`src/design/sctmr_map.svh`:
```
// register-free constants for the capture/compare timer
`ifndef SCTMR_MAP_SVH
`define SCTMR_MAP_SVH
`define SCTMR_ZERO16      16'h0000
`define SCTMR_ONES16      16'hFFFF
`define SCTMR_ONE16       16'h0001
`define SCTMR_MODE_STOP   2'h0
`define SCTMR_MODE_FREE   2'h1
`define SCTMR_MODE_CLR_A  2'h2
`define SCTMR_MODE_CLR_M  2'h3
`define SCTMR_LVL_HOLD    2'h0
`define SCTMR_LVL_LOW     2'h1
`define SCTMR_LVL_HIGH    2'h2
`define SCTMR_EDGE_FALL   2'h0
`define SCTMR_EDGE_RISE   2'h1
`define SCTMR_EDGE_NONE   2'h2
`define SCTMR_EDGE_BOTH   2'h3
`define SCTMR_SRC_DIV2    2'h0
`define SCTMR_SRC_DIV4    2'h1
`define SCTMR_SRC_DIV16   2'h2
`define SCTMR_SRC_PIN_A   2'h3
`define SCTMR_DIV_W       4
`define SCTMR_DIV4_MASK   4'h3
`define SCTMR_DIV2_MASK   4'h1
`define SCTMR_DIV16_MASK  4'hF
`define SCTMR_PHASE_HALF  4'h1
`endif

```
`src/design/sctmr_pkg.sv`:
```
// types shared by the capture/compare timer
package sctmr_pkg;
   // software control word
   typedef struct packed {
      logic [1:0] mode;         // mode_field_high, mode_field_low
      logic [1:0] lvl;          // output_level_set, output_level_reset
      logic       tog_a_en;     // toggle on register-a match
      logic       tog_b_en;     // toggle_on_b_match_enable
      logic       tog_edge_en;  // toggle_on_edge_select
      logic       rev_cap;      // reverse_phase_capture_select
      logic       cap_a_from_b; // register a captures from input b
      logic       cap_a_mode;   // register a is capture (1) or compare (0)
      logic       cap_b_mode;   // register b is capture (1) or compare (0)
      logic [1:0] edge_a;       // edge_select for input a
      logic [1:0] edge_b;       // edge_select for input b
      logic [1:0] src;          // count_source_select
      logic       one_shot_en;  // one-shot output mode
   } sctmr_ctrl_t;
   // one-cycle event pulses
   typedef struct packed {
      logic irq_a;   // interrupt_a
      logic irq_b;   // interrupt_b
      logic ovf;     // counter wrapped
   } sctmr_evt_t;
   typedef enum logic [1:0] {
      SCT_IDLE  = 2'b00,
      SCT_RUN   = 2'b01,
      SCT_PEND  = 2'b11
   } sctmr_state_t;
endpackage

```
`src/design/sctmr_top.sv`:
```
// 16-bit capture/compare timer with toggling output and two capture inputs
// Functional notes
// - level bits: 00 hold, 01 low, 10 high
// - forced level persists and seeds running output
// - nonzero mode starts counter, 00 stops it
// - output inverts on each match interrupt a (tog_a_en set, one-shot off), not on capture interrupt a
// - first match may be one count late
// - capture during read still captures and interrupts
// - registers undefined after stop
// - overflow also on ffff match clear
// - overflow clear ignored before count reaches 0001
// - one-shot only in free and clear-on-edge modes
// - input a counting spoils input a captures
// - capture on count fall, interrupt next rise
// - reverse capture gives no irq; b edge irqs
// - first enable after reset sees high as rise
// - filter a samples div4 or count clock; filter b samples only the internal count tick
// - edge accepted after two equal samples
// - mode 01 is free-running with wrap
// - mode 10 clears and captures on input a edge
// - match a raises interrupt a, toggles output
`timescale 1ns/1ps
`default_nettype none
`include "sctmr_map.svh"
module sctmr_top
   import sctmr_pkg::*;
(
   // clock and reset
   input  wire logic               CORE_CLK,
   input  wire logic               RESET,
   // software control
   input  wire sctmr_pkg::sctmr_ctrl_t CTRL,
   input  wire logic               CMP_A_WR,
   input  wire logic               CMP_B_WR,
   input  wire logic [15:0]        CMP_WDATA,
   input  wire logic               OVF_CLR,
   input  wire logic               ONE_SHOT_TRIG,
   // external pins
   input  wire logic               CAPTURE_INPUT_A,
   input  wire logic               CAPTURE_INPUT_B,
   output logic                    TIMER_OUTPUT_PIN,
   // status
   output logic [15:0]             MAIN_COUNTER,
   output logic [15:0]             CAPCOMP_REG_A,
   output logic [15:0]             CAPCOMP_REG_B,
   output logic                    OVERFLOW_FLAG,
   output logic                    INTERRUPT_A,
   output logic                    INTERRUPT_B
);
   import sctmr_pkg::*;

   ////////////////////////////////////////////////////////////////////////
   // decoding helpers
   // true when a filtered level change matches the selected edge
   function automatic logic edge_hit(input logic [1:0] sel, input logic rise,
                                     input logic fall);
      unique case (sel)
         `SCTMR_EDGE_FALL: edge_hit = fall;
         `SCTMR_EDGE_RISE: edge_hit = rise;
         `SCTMR_EDGE_BOTH: edge_hit = rise | fall;
         default:          edge_hit = 1'b0;
      endcase
   endfunction

   ////////////////////////////////////////////////////////////////////////
   // pin synchronisers (three flops, change once stages two and three agree)
   logic [2:0] sync_a_q;              // input a pipeline
   logic [2:0] sync_b_q;              // input b pipeline
   logic       pin_a_q;               // accepted level of input a
   logic       pin_b_q;               // accepted level of input b
   always_ff @(posedge CORE_CLK) begin
      if (RESET) begin
         sync_a_q <= 3'h0;
         sync_b_q <= 3'h0;
         pin_a_q  <= 1'b0;
         pin_b_q  <= 1'b0;
      end else begin
         sync_a_q <= {sync_a_q[1:0], CAPTURE_INPUT_A};
         sync_b_q <= {sync_b_q[1:0], CAPTURE_INPUT_B};
         if (sync_a_q[2] == sync_a_q[1]) begin
            pin_a_q <= sync_a_q[2];
         end
         if (sync_b_q[2] == sync_b_q[1]) begin
            pin_b_q <= sync_b_q[2];
         end
      end
   end

   ////////////////////////////////////////////////////////////////////////
   // prescaler: count enable and div4 sampling enable
   logic [`SCTMR_DIV_W-1:0] div_q;    // free-running divider
   logic                    div4_en;  // main clock / 4 pulse
   logic                    int_tick; // internal count pulse
   always_ff @(posedge CORE_CLK) begin
      if (RESET) begin
         div_q <= '0;
      end else begin
         div_q <= div_q + `SCTMR_DIV_W'(1);
      end
   end
   assign div4_en = ((div_q & `SCTMR_DIV4_MASK) == `SCTMR_DIV4_MASK);
   always_comb begin
      unique case (CTRL.src)
         `SCTMR_SRC_DIV2:  int_tick = ((div_q & `SCTMR_DIV2_MASK) == `SCTMR_DIV2_MASK);
         `SCTMR_SRC_DIV4:  int_tick = div4_en;
         `SCTMR_SRC_DIV16: int_tick = (div_q == `SCTMR_DIV16_MASK);
         default:          int_tick = 1'b0;
      endcase
   end
   ////////////////////////////////////////////////////////////////////////
   // noise filters: accept a level after two equal samples
   logic       pin_a_as_clk;          // input a selected as count clock
   logic       samp_a;                // sampling enable for input a
   logic [1:0] flt_a_q;               // input a samples
   logic [1:0] flt_b_q;               // input b samples
   logic       lvl_a_q;               // filtered level a
   logic       lvl_b_q;               // filtered level b
   logic       armed_q;               // first enable since reset pending
   logic       running;
   assign pin_a_as_clk = (CTRL.src == `SCTMR_SRC_PIN_A);
   assign samp_a  = pin_a_as_clk ? div4_en : int_tick;
   assign running = (CTRL.mode != `SCTMR_MODE_STOP);
   always_ff @(posedge CORE_CLK) begin
      if (RESET) begin
         flt_a_q <= 2'h0;
         flt_b_q <= 2'h0;
         lvl_a_q <= 1'b0;
         lvl_b_q <= 1'b0;
      end else begin
         if (samp_a) begin
            flt_a_q <= {flt_a_q[0], pin_a_q};
            if (flt_a_q[0] == pin_a_q) begin
               lvl_a_q <= pin_a_q;
            end
         end
         if (int_tick) begin
            flt_b_q <= {flt_b_q[0], pin_b_q};
            if (flt_b_q[0] == pin_b_q) begin
               lvl_b_q <= pin_b_q;
            end
         end
      end
   end

   // edge detection; the first enable after reset sees a high level as rise
   logic prev_a_q, prev_b_q;          // levels at last check
   logic rise_a, fall_a, rise_b, fall_b;
   always_ff @(posedge CORE_CLK) begin
      if (RESET) begin
         prev_a_q <= 1'b0;
         prev_b_q <= 1'b0;
         armed_q  <= 1'b1;
      end else if (!running) begin
         // track the levels while stopped so a re-enable sees no edge
         prev_a_q <= armed_q ? 1'b0 : lvl_a_q;
         prev_b_q <= armed_q ? 1'b0 : lvl_b_q;
      end else begin
         armed_q  <= 1'b0;
         prev_a_q <= lvl_a_q;
         prev_b_q <= lvl_b_q;
      end
   end
   assign rise_a = running &  lvl_a_q & ~prev_a_q;
   assign fall_a = running & ~lvl_a_q &  prev_a_q;
   assign rise_b = running &  lvl_b_q & ~prev_b_q;
   assign fall_b = running & ~lvl_b_q &  prev_b_q;

   logic val_a, rev_a, val_b;         // valid and opposite edges
   assign val_a = edge_hit(CTRL.edge_a, rise_a, fall_a);
   assign rev_a = edge_hit(CTRL.edge_a, fall_a, rise_a);
   assign val_b = edge_hit(CTRL.edge_b, rise_b, fall_b);

   ////////////////////////////////////////////////////////////////////////
   // count tick selection
   logic tick;
   assign tick = pin_a_as_clk ? val_a : int_tick;

   ////////////////////////////////////////////////////////////////////////
   // run state: first tick after start only synchronises (start error)
   sctmr_state_t st_q;
   always_ff @(posedge CORE_CLK) begin
      if (RESET) begin
         st_q <= SCT_IDLE;
      end else begin
         unique case (st_q)
            SCT_IDLE: if (running) st_q <= SCT_PEND;
            SCT_PEND: if (!running) st_q <= SCT_IDLE;
                      else if (tick) st_q <= SCT_RUN;
            SCT_RUN:  if (!running) st_q <= SCT_IDLE;
            default:  st_q <= SCT_IDLE;
         endcase
      end
   end
   logic cnt_en;
   assign cnt_en = (st_q == SCT_RUN) & tick;

   ////////////////////////////////////////////////////////////////////////
   // main counter
   logic [15:0] cnt_q, cnt_d;
   logic        match_a, match_b, clr_m, clr_e, wrap;
   assign match_a = cnt_en & ~CTRL.cap_a_mode & (cnt_q == CAPCOMP_REG_A);
   assign match_b = cnt_en & ~CTRL.cap_b_mode & (cnt_q == CAPCOMP_REG_B);
   assign clr_m   = match_a & (CTRL.mode == `SCTMR_MODE_CLR_M);
   assign clr_e   = val_a & (CTRL.mode == `SCTMR_MODE_CLR_A) & ~pin_a_as_clk;
   assign wrap    = cnt_en & (cnt_q == `SCTMR_ONES16);
   always_comb begin
      cnt_d = cnt_q;
      if (st_q == SCT_IDLE) begin
         cnt_d = `SCTMR_ZERO16;
      end else if (clr_e | clr_m) begin
         cnt_d = `SCTMR_ZERO16;
      end else if (cnt_en) begin
         cnt_d = cnt_q + `SCTMR_ONE16;
      end
   end
   always_ff @(posedge CORE_CLK) begin
      if (RESET) begin
         cnt_q <= `SCTMR_ZERO16;
      end else begin
         cnt_q <= cnt_d;
      end
   end

   ////////////////////////////////////////////////////////////////////////
   // capture/compare registers (contents not kept meaningful after stop)
   logic [15:0] reg_a_q, reg_b_q;
   logic        cap_a, cap_b, ext_a, pend_a_q, pend_b_q;
   logic        trig_a;
   assign trig_a = CTRL.cap_a_from_b ? val_b : (CTRL.rev_cap & rev_a);
   // a captures from input a unreliably when input a is the count clock
   assign cap_a  = CTRL.cap_a_mode & trig_a;
   assign cap_b  = CTRL.cap_b_mode & val_a;
   assign ext_a  = CTRL.cap_a_mode & CTRL.rev_cap & ~CTRL.cap_a_from_b & val_b;
   always_ff @(posedge CORE_CLK) begin
      if (RESET) begin
         reg_a_q <= `SCTMR_ZERO16;
         reg_b_q <= `SCTMR_ZERO16;
      end else begin
         if (cap_a) begin
            reg_a_q <= cnt_q;
         end else if (CMP_A_WR) begin
            reg_a_q <= CMP_WDATA;
         end
         if (cap_b) begin
            reg_b_q <= cnt_q;
         end else if (CMP_B_WR) begin
            reg_b_q <= CMP_WDATA;
         end
      end
   end

   // capture interrupts wait for the next count rise
   always_ff @(posedge CORE_CLK) begin
      if (RESET || !running) begin
         pend_a_q <= 1'b0;
         pend_b_q <= 1'b0;
      end else begin
         // reverse-phase capture raises no interrupt a; b edge does
         if ((cap_a & ~CTRL.rev_cap) | ext_a) begin
            pend_a_q <= 1'b1;
         end else if (int_tick | pin_a_as_clk) begin
            pend_a_q <= 1'b0;
         end
         if (cap_b) begin
            pend_b_q <= 1'b1;
         end else if (int_tick | pin_a_as_clk) begin
            pend_b_q <= 1'b0;
         end
      end
   end
   logic irq_a, irq_b;
   assign irq_a = match_a | (pend_a_q & (int_tick | pin_a_as_clk));
   assign irq_b = match_b | (pend_b_q & (int_tick | pin_a_as_clk));

   ////////////////////////////////////////////////////////////////////////
   // overflow flag: set wins over clear, clear ignored until 0001
   logic ovf_q, ovf_hold_q;
   always_ff @(posedge CORE_CLK) begin
      if (RESET) begin
         ovf_q      <= 1'b0;
         ovf_hold_q <= 1'b0;
      end else begin
         if (wrap) begin
            ovf_hold_q <= 1'b1;
         end else if (cnt_en | (st_q == SCT_IDLE)) begin
            ovf_hold_q <= 1'b0;
         end
         if (wrap | ovf_hold_q) begin
            ovf_q <= 1'b1;
         end else if (OVF_CLR) begin
            ovf_q <= 1'b0;
         end
      end
   end

   ////////////////////////////////////////////////////////////////////////
   // output pin: forced level while stopped, toggles while running
   logic out_q, os_q;
   logic os_ok, os_start, toggle;
   assign os_ok    = CTRL.one_shot_en & (CTRL.mode != `SCTMR_MODE_CLR_M);
   assign os_start = os_ok & ~os_q & (ONE_SHOT_TRIG | (clr_e & CTRL.tog_edge_en));
   assign toggle   = os_ok ? ((os_start) | (os_q & match_b))
                           : ((match_a & CTRL.tog_a_en) | (match_b & CTRL.tog_b_en)
                              | (val_a & CTRL.tog_edge_en));
   always_ff @(posedge CORE_CLK) begin
      if (RESET) begin
         out_q <= 1'b0;
         os_q  <= 1'b0;
      end else if (!running) begin
         os_q <= 1'b0;
         unique case (CTRL.lvl)
            `SCTMR_LVL_LOW:  out_q <= 1'b0;
            `SCTMR_LVL_HIGH: out_q <= 1'b1;
            default:         out_q <= out_q;
         endcase
      end else begin
         if (os_start) begin
            os_q <= 1'b1;
         end else if (os_q & match_b) begin
            os_q <= 1'b0;
         end
         if (toggle) begin
            out_q <= ~out_q;
         end
      end
   end

   ////////////////////////////////////////////////////////////////////////
   // registered outputs
   always_ff @(posedge CORE_CLK) begin
      if (RESET) begin
         TIMER_OUTPUT_PIN <= 1'b0;
         MAIN_COUNTER     <= `SCTMR_ZERO16;
         CAPCOMP_REG_A    <= `SCTMR_ZERO16;
         CAPCOMP_REG_B    <= `SCTMR_ZERO16;
         OVERFLOW_FLAG    <= 1'b0;
         INTERRUPT_A      <= 1'b0;
         INTERRUPT_B      <= 1'b0;
      end else begin
         TIMER_OUTPUT_PIN <= out_q;
         MAIN_COUNTER     <= cnt_q;
         CAPCOMP_REG_A    <= reg_a_q;
         CAPCOMP_REG_B    <= reg_b_q;
         OVERFLOW_FLAG    <= ovf_q;
         INTERRUPT_A      <= irq_a;
         INTERRUPT_B      <= irq_b;
      end
   end
endmodule
`default_nettype wire

```
`config.mk`:
```
export PLATFORM = sky130hd
export DESIGN_NAME = sctmr_top
export DESIGN_NICKNAME = d
export VERILOG_FILES = /design/src/design/sctmr_pkg.sv /design/src/design/sctmr_top.sv
export VERILOG_INCLUDE_DIRS = /design/src /design/src/design
export SDC_FILE = /design/constraint.sdc
export NUM_CORES = 1
export LEC_CHECK = 0
export BUFFER_PORTS_ARGS = -buffer_cell sky130_fd_sc_hd__buf_2
export CAP_MARGIN = 10
export CORE_UTILIZATION = 55
export CTS_BUF_LIST = sky130_fd_sc_hd__clkbuf_8
export CTS_CLUSTER_SIZE = 28
export DETAILED_ROUTE_END_ITERATION = 16
export PLACE_DENSITY = 0.85
export SETUP_SLACK_MARGIN = 0.15
export SLEW_MARGIN = 20
export SYNTH_ARGS = -nofsm -noshare
export SYNTH_HDL_FRONTEND = slang
export SYNTH_SLANG_ARGS = --single-unit
```
`constraint.sdc`:
```
create_clock -name CORE_CLK -period 2.6 [get_ports CORE_CLK]
set_clock_uncertainty 0.15 [all_clocks]
set_input_delay 0.39 -clock CORE_CLK [delete_from_list [all_inputs] [get_ports CORE_CLK]]
set_output_delay 0.39 -clock CORE_CLK [all_outputs]
set_load 0.01 [all_outputs]
```
[Yosys cells after proc, flatten, opt, wreduce, memory -nomap -nowiden]
Cells that the tools add are included.
Word-level totals
  register bits after elaboration: 127
  input port bits: 42
  output and inout port bits: 52
  logic and storage cells: 171
Operators by class
  add/subtract/negate cells: 2
  eq/ne operators: 27
  muxes and demuxes: 33
  bitwise gates (word level): 59
  reduce and logical (&&, ||, !) cells: 21
Operator list (count)
  16-bit two-way mux: 4
  1-bit AND: 34
  16-bit equality test: 2
  1-bit two-way mux: 19
  2-bit equality test (second input constant): 9
  16-bit by 1-bit adder with 16-bit output (second input constant): 1
  16-bit equality test (second input constant): 1
  2-bit nonzero test: 8
  1-bit bitwise OR: 13
  1-bit NOT: 12
  1-bit case mux with 3 select lines: 4
  2-bit by 1-bit equality test with 1-bit output (second input constant): 5
  2-bit zero test: 4
  2-bit two-way mux: 4
  2-bit inequality test (second input constant): 3
  2-bit case mux with 3 select lines: 1
  2-bit AND reduction: 3
  4-bit by 1-bit adder with 4-bit output (second input constant): 1
  1-bit equality test: 4
  4-bit equality test (second input constant): 1
  3-bit inequality test (second input constant): 1
  3-bit AND reduction: 1
  3-bit nonzero test: 1
  3-bit OR reduction: 1
  5 further kinds: 5

[Logic depth before layout (Yosys ltp)]
  depth in word-level cells: 15
  gate-level depth with buffers: 10
  gate-level depth less buffers: 9

[Worst setup path before layout]
No wires, ideal clock.
  path type: input-to-reg
  start: input CTRL[1] (netlist name)
  end: register out_q
  setup time: 121 ps
  data arrival time: 2185 ps
  data required time: 2329 ps
  slack: 144 ps
  stages: 7
  path buffers: 0
  cell sequence: or3b_4 and3_2 a31o_2 nor4_1 a21oi_1 a211oi_1 mux2_2
On the way
  word-level cells in the longest chain between the ends: 12
RTL lines
  start: declaration: line sctmr_top.sv:32  | input wire sctmr_pkg::sctmr_ctrl_t CTRL,
  2-bit equality test, or another cell as far along: line sctmr_top.sv:103  | unique case (CTRL.src)
  1-bit case mux with 3 select lines: line sctmr_top.sv:103
  1-bit two-way mux: line sctmr_top.sv:176  | assign tick = pin_a_as_clk ? val_a : int_tick;
  1-bit AND: line sctmr_top.sv:195  | assign cnt_en = (st_q == SCT_RUN) & tick;
  1-bit AND (on tied branches) (2 in a row): line sctmr_top.sv:201, sctmr_top.sv:202
  1-bit AND: line sctmr_top.sv:303  | : ((match_a & CTRL.tog_a_en) | (match_b & CTRL.tog_b_en)
  1-bit bitwise OR: line sctmr_top.sv:303
  1-bit bitwise OR: line sctmr_top.sv:304  | | (val_a & CTRL.tog_edge_en));
  1-bit two-way mux *: line sctmr_top.sv:302  | assign toggle = os_ok ? ((os_start) | (os_q & match_b))
  2-bit by 1-bit inequality test with 1-bit output (no line) *
  2-bit AND reduction (no line) *
  end signal: assignment: line sctmr_top.sv:314  | default: out_q <= out_q;
  end signal: assignment: line sctmr_top.sv:323  | out_q <= ~out_q;
  end: declaration: line sctmr_top.sv:298  | logic out_q, os_q;
Every way passes the cells marked *; elsewhere a longest branch is shown, timed or not.
A chain may end at the register's enable or synchronous reset.

[Worst setup path in the final report]
  start: register cnt_q[7]
  end: register out_q
On the way
  word-level cells in the longest chain between the ends: 8
RTL lines
  start: declaration: line sctmr_top.sv:199  | logic [15:0] cnt_q, cnt_d;
  start signal: assignment: line sctmr_top.sv:218  | cnt_q <= `SCTMR_ZERO16;
  start signal: assignment: line sctmr_top.sv:220  | cnt_q <= cnt_d;
  16-bit equality test (on tied branches): line sctmr_top.sv:201, sctmr_top.sv:202
  1-bit AND (on tied branches): line sctmr_top.sv:201, sctmr_top.sv:202
  1-bit AND: line sctmr_top.sv:303
  1-bit bitwise OR: line sctmr_top.sv:303
  1-bit bitwise OR: line sctmr_top.sv:304
  1-bit two-way mux *: line sctmr_top.sv:302
  2-bit by 1-bit inequality test with 1-bit output (no line) *
  2-bit AND reduction (no line) *
Marks and branches as above.

==> metrics.txt <==
Max FO, Critical Path 2; outcome complete, no violations; Avg Vias per Cell 5.50; clk buf depth 2; Post-synth EDFFs 0; antenna viol nets, final 0; fin nets 698; CP Class flop to flop; GRT Total Usage 26.7%; Hold Vio Cnt, Final 0; I/O pin count 94; Synth cell types 42; Peak supply drop 0.443 mV; IO buf count 93; layout cells sized above 1 26.8%; FF-to-FF Start cnt_q[7]$_SDFFE_PP0N_; worst skew pair latency 0.43 ns; Slew HR 61.3%; hold depth 2; vias in the first global route 4246; Pleak 2.89 nW; Max Cap Viol 0; reg2reg setup slack 0.14 ns; Setup TNS 0 ns; Initial Util 56.4%; TritonCTS clock tree yes; First DRT Iteration DRCs 292; grt total ovfl 0; Max Slew Vio Count 0; post-route insts no fill 776; FILL cells 711; Final Wtd Congestion 0.874; most frequent cells in the layout dfxtp_1, buf_2, nor2_1; post-synthesis sequential area ratio 49.0%; placed cell count 738; Fmax 407 MHz; first-pass GRT wire length 20300 um; DRT Pass-1 Iters 7; Tmin final 2.46 ns; Sink Count 127; worst path required time 2.77 ns; PnR worst setup slack 0.143 ns; Async S/R FF share, synth 0%; Avg Cell Area, Syn 9.48 um2; worst slew pin tran 0.581 ns; crit path from cnt_q[7]$_SDFFE_PP0N_; Die Footprint 9820 um2; final setup fails 0; Root Driver clkbuf_8; worst min-delay path category primary input to flop; Post-synth top flop dfxtp_1; Hold Startpoint CAPTURE_INPUT_B; Yosys Warn Count 0; Site Rows 35; initial antenna violation count 0; Core Region 9200 um2; CTS Buf Count 17; Critical Path Start Type flop; Die Height 99.1 um; CP arrival 2.63 ns; Seq cells post-synth 127; Cells after Synth 547; routed via count 4268; drt wl/cell 16.3 um; residual DRC count 0; R2R depth 8; Setup WS pre-CTS -0.0794 ns; worst hold slack 0.0236 ns; Overall Power 0.00428 W; commonest non-fill, non-tap cell in the layout dfxtp_1; DP Wirelength 8600 um; H-tree depth 4; CTS clk-pin slew, worst paths 0.07 ns; Area Overhead vs Synth 22.5%; largest net degree at the start of global routing 41; routed wire length 12600 um; Final Cycle Share 94.5%; mapped cell area 5190 um2; CP Capture Type flop; Die X 99.1 um; Syn Nets 594; Power Density 674 nW/um2; unrepaired setup endpoints after global routing true
[critical path: stages, from the launching register on]
cell	delay, ns
dfxtp_1	0.33
xor2_1	0.18
nor4_2	0.42
nand4_1	0.16
buf_4	0.18
nor4_4	0.26
a21oi_1	0.12
a211oi_2	0.21
mux2_2	0.35
[logic make-up (layout without fill, tap and decap cells)]
kind of cell,Yosys count,in the layout,share of synthesized area (%)
and+or+nand+nor,202,202,20.1
buffers and inverters,48,165,3.91
muxes,36,36,7.00
xor gates and xnor gates,48,48,8.11
other,0,1,0
AOI/OAI and AO/OA,81,81,10.6
adders and majority gates,5,5,1.21
DFF,127,127,49.0
[synth_stat cells (3+ instances only)]
cell	count	area [um2]
xnor2_1	24	210
buf_1	6	22.5
nor2_1	62	233
nand2b_1	3	18.8
a21oi_1	20	100
inv_1	8	30.0
dfxtp_1	127	2540
or3_1	4	25.0
nor3_1	7	35.0
mux2i_1	34	340
nor4_1	4	25.0
and3_1	4	25.0
a211oi_1	36	270
clkbuf_1	25	93.8
a21o_1	4	30.0
nand3_1	9	45.0
buf_2	6	30.0
nand2_1	29	109
ha_1	5	62.6
and2_1	4	25.0
nand4_1	7	43.8
o21ai_0	11	55.1
xor2_1	24	210
nor2b_1	60	375
[area by class of cell]
class	instances	area, um2	share of cell area (%)
flip-flops and latches	127	2550	40.1
diodes	1	2.50	0.0394
inverters	8	30.0	0.473
clock buffers	20	275	4.33
well taps	111	139	2.19
clock inverters	12	133	2.09
multi-input cells	372	2510	39.5
repair buffers	125	721	11.3
[power breakdown]
part	total [W]	internal [W]	leakage, nW	switching [W]
Sequential	0.00208	0.00202	1.04	0.0000568
Combinational	0.000485	0.000216	1.65	0.000269
Clock	0.00172	0.000933	0.202	0.000788
Total	0.00428	0.00317	2.89	0.00111
[timing repair]
action,in CTS,in global routing
resized for setup,6,8
hold buffers,0,0
endpoints found under the setup margin,5,5
setup buffers,2,3
endpoints found under the hold margin,0,0
pin swaps,3,6
[registers in the layout, summed over array words and instances (netlist names), 2 cells and up]
name,cells
CAPCOMP_REG_A,16
st_q,2
reg_b_q,16
MAIN_COUNTER,16
cnt_q,16
reg_a_q,16
sync_a_q,3
sync_b_q,3
CAPCOMP_REG_B,16
div_q,4
[through the flow]
step,utilization [%],instance area [um2]
floorplan,-,5190
detailed placement,63.5,5840
finish,69.1,6350
CTS,68.4,6290
global placement,63.5,5840
global route,69.1,6350
[final timing paths]
kind                                 end
setup / recovery      out_q$_SDFFE_PP0P_
hold / removal    sync_b_q[0]$_SDFF_PP0_
setup reg to reg      out_q$_SDFFE_PP0P_
hold reg to reg   sync_b_q[1]$_SDFF_PP0_
[per-layer routing]
metal | track usage, % | vias up | wire [um]
li1 | - | 2069 | -
met1 | 33.2 | 1997 | 5410
met2 | 44.0 | 172 | 6000
met3 | 7.59 | 30 | 864
met4 | 11.1 | 0 | 335
met5 | 0 | - | 0
Note: power is estimated with default switching activity, not from simulation.
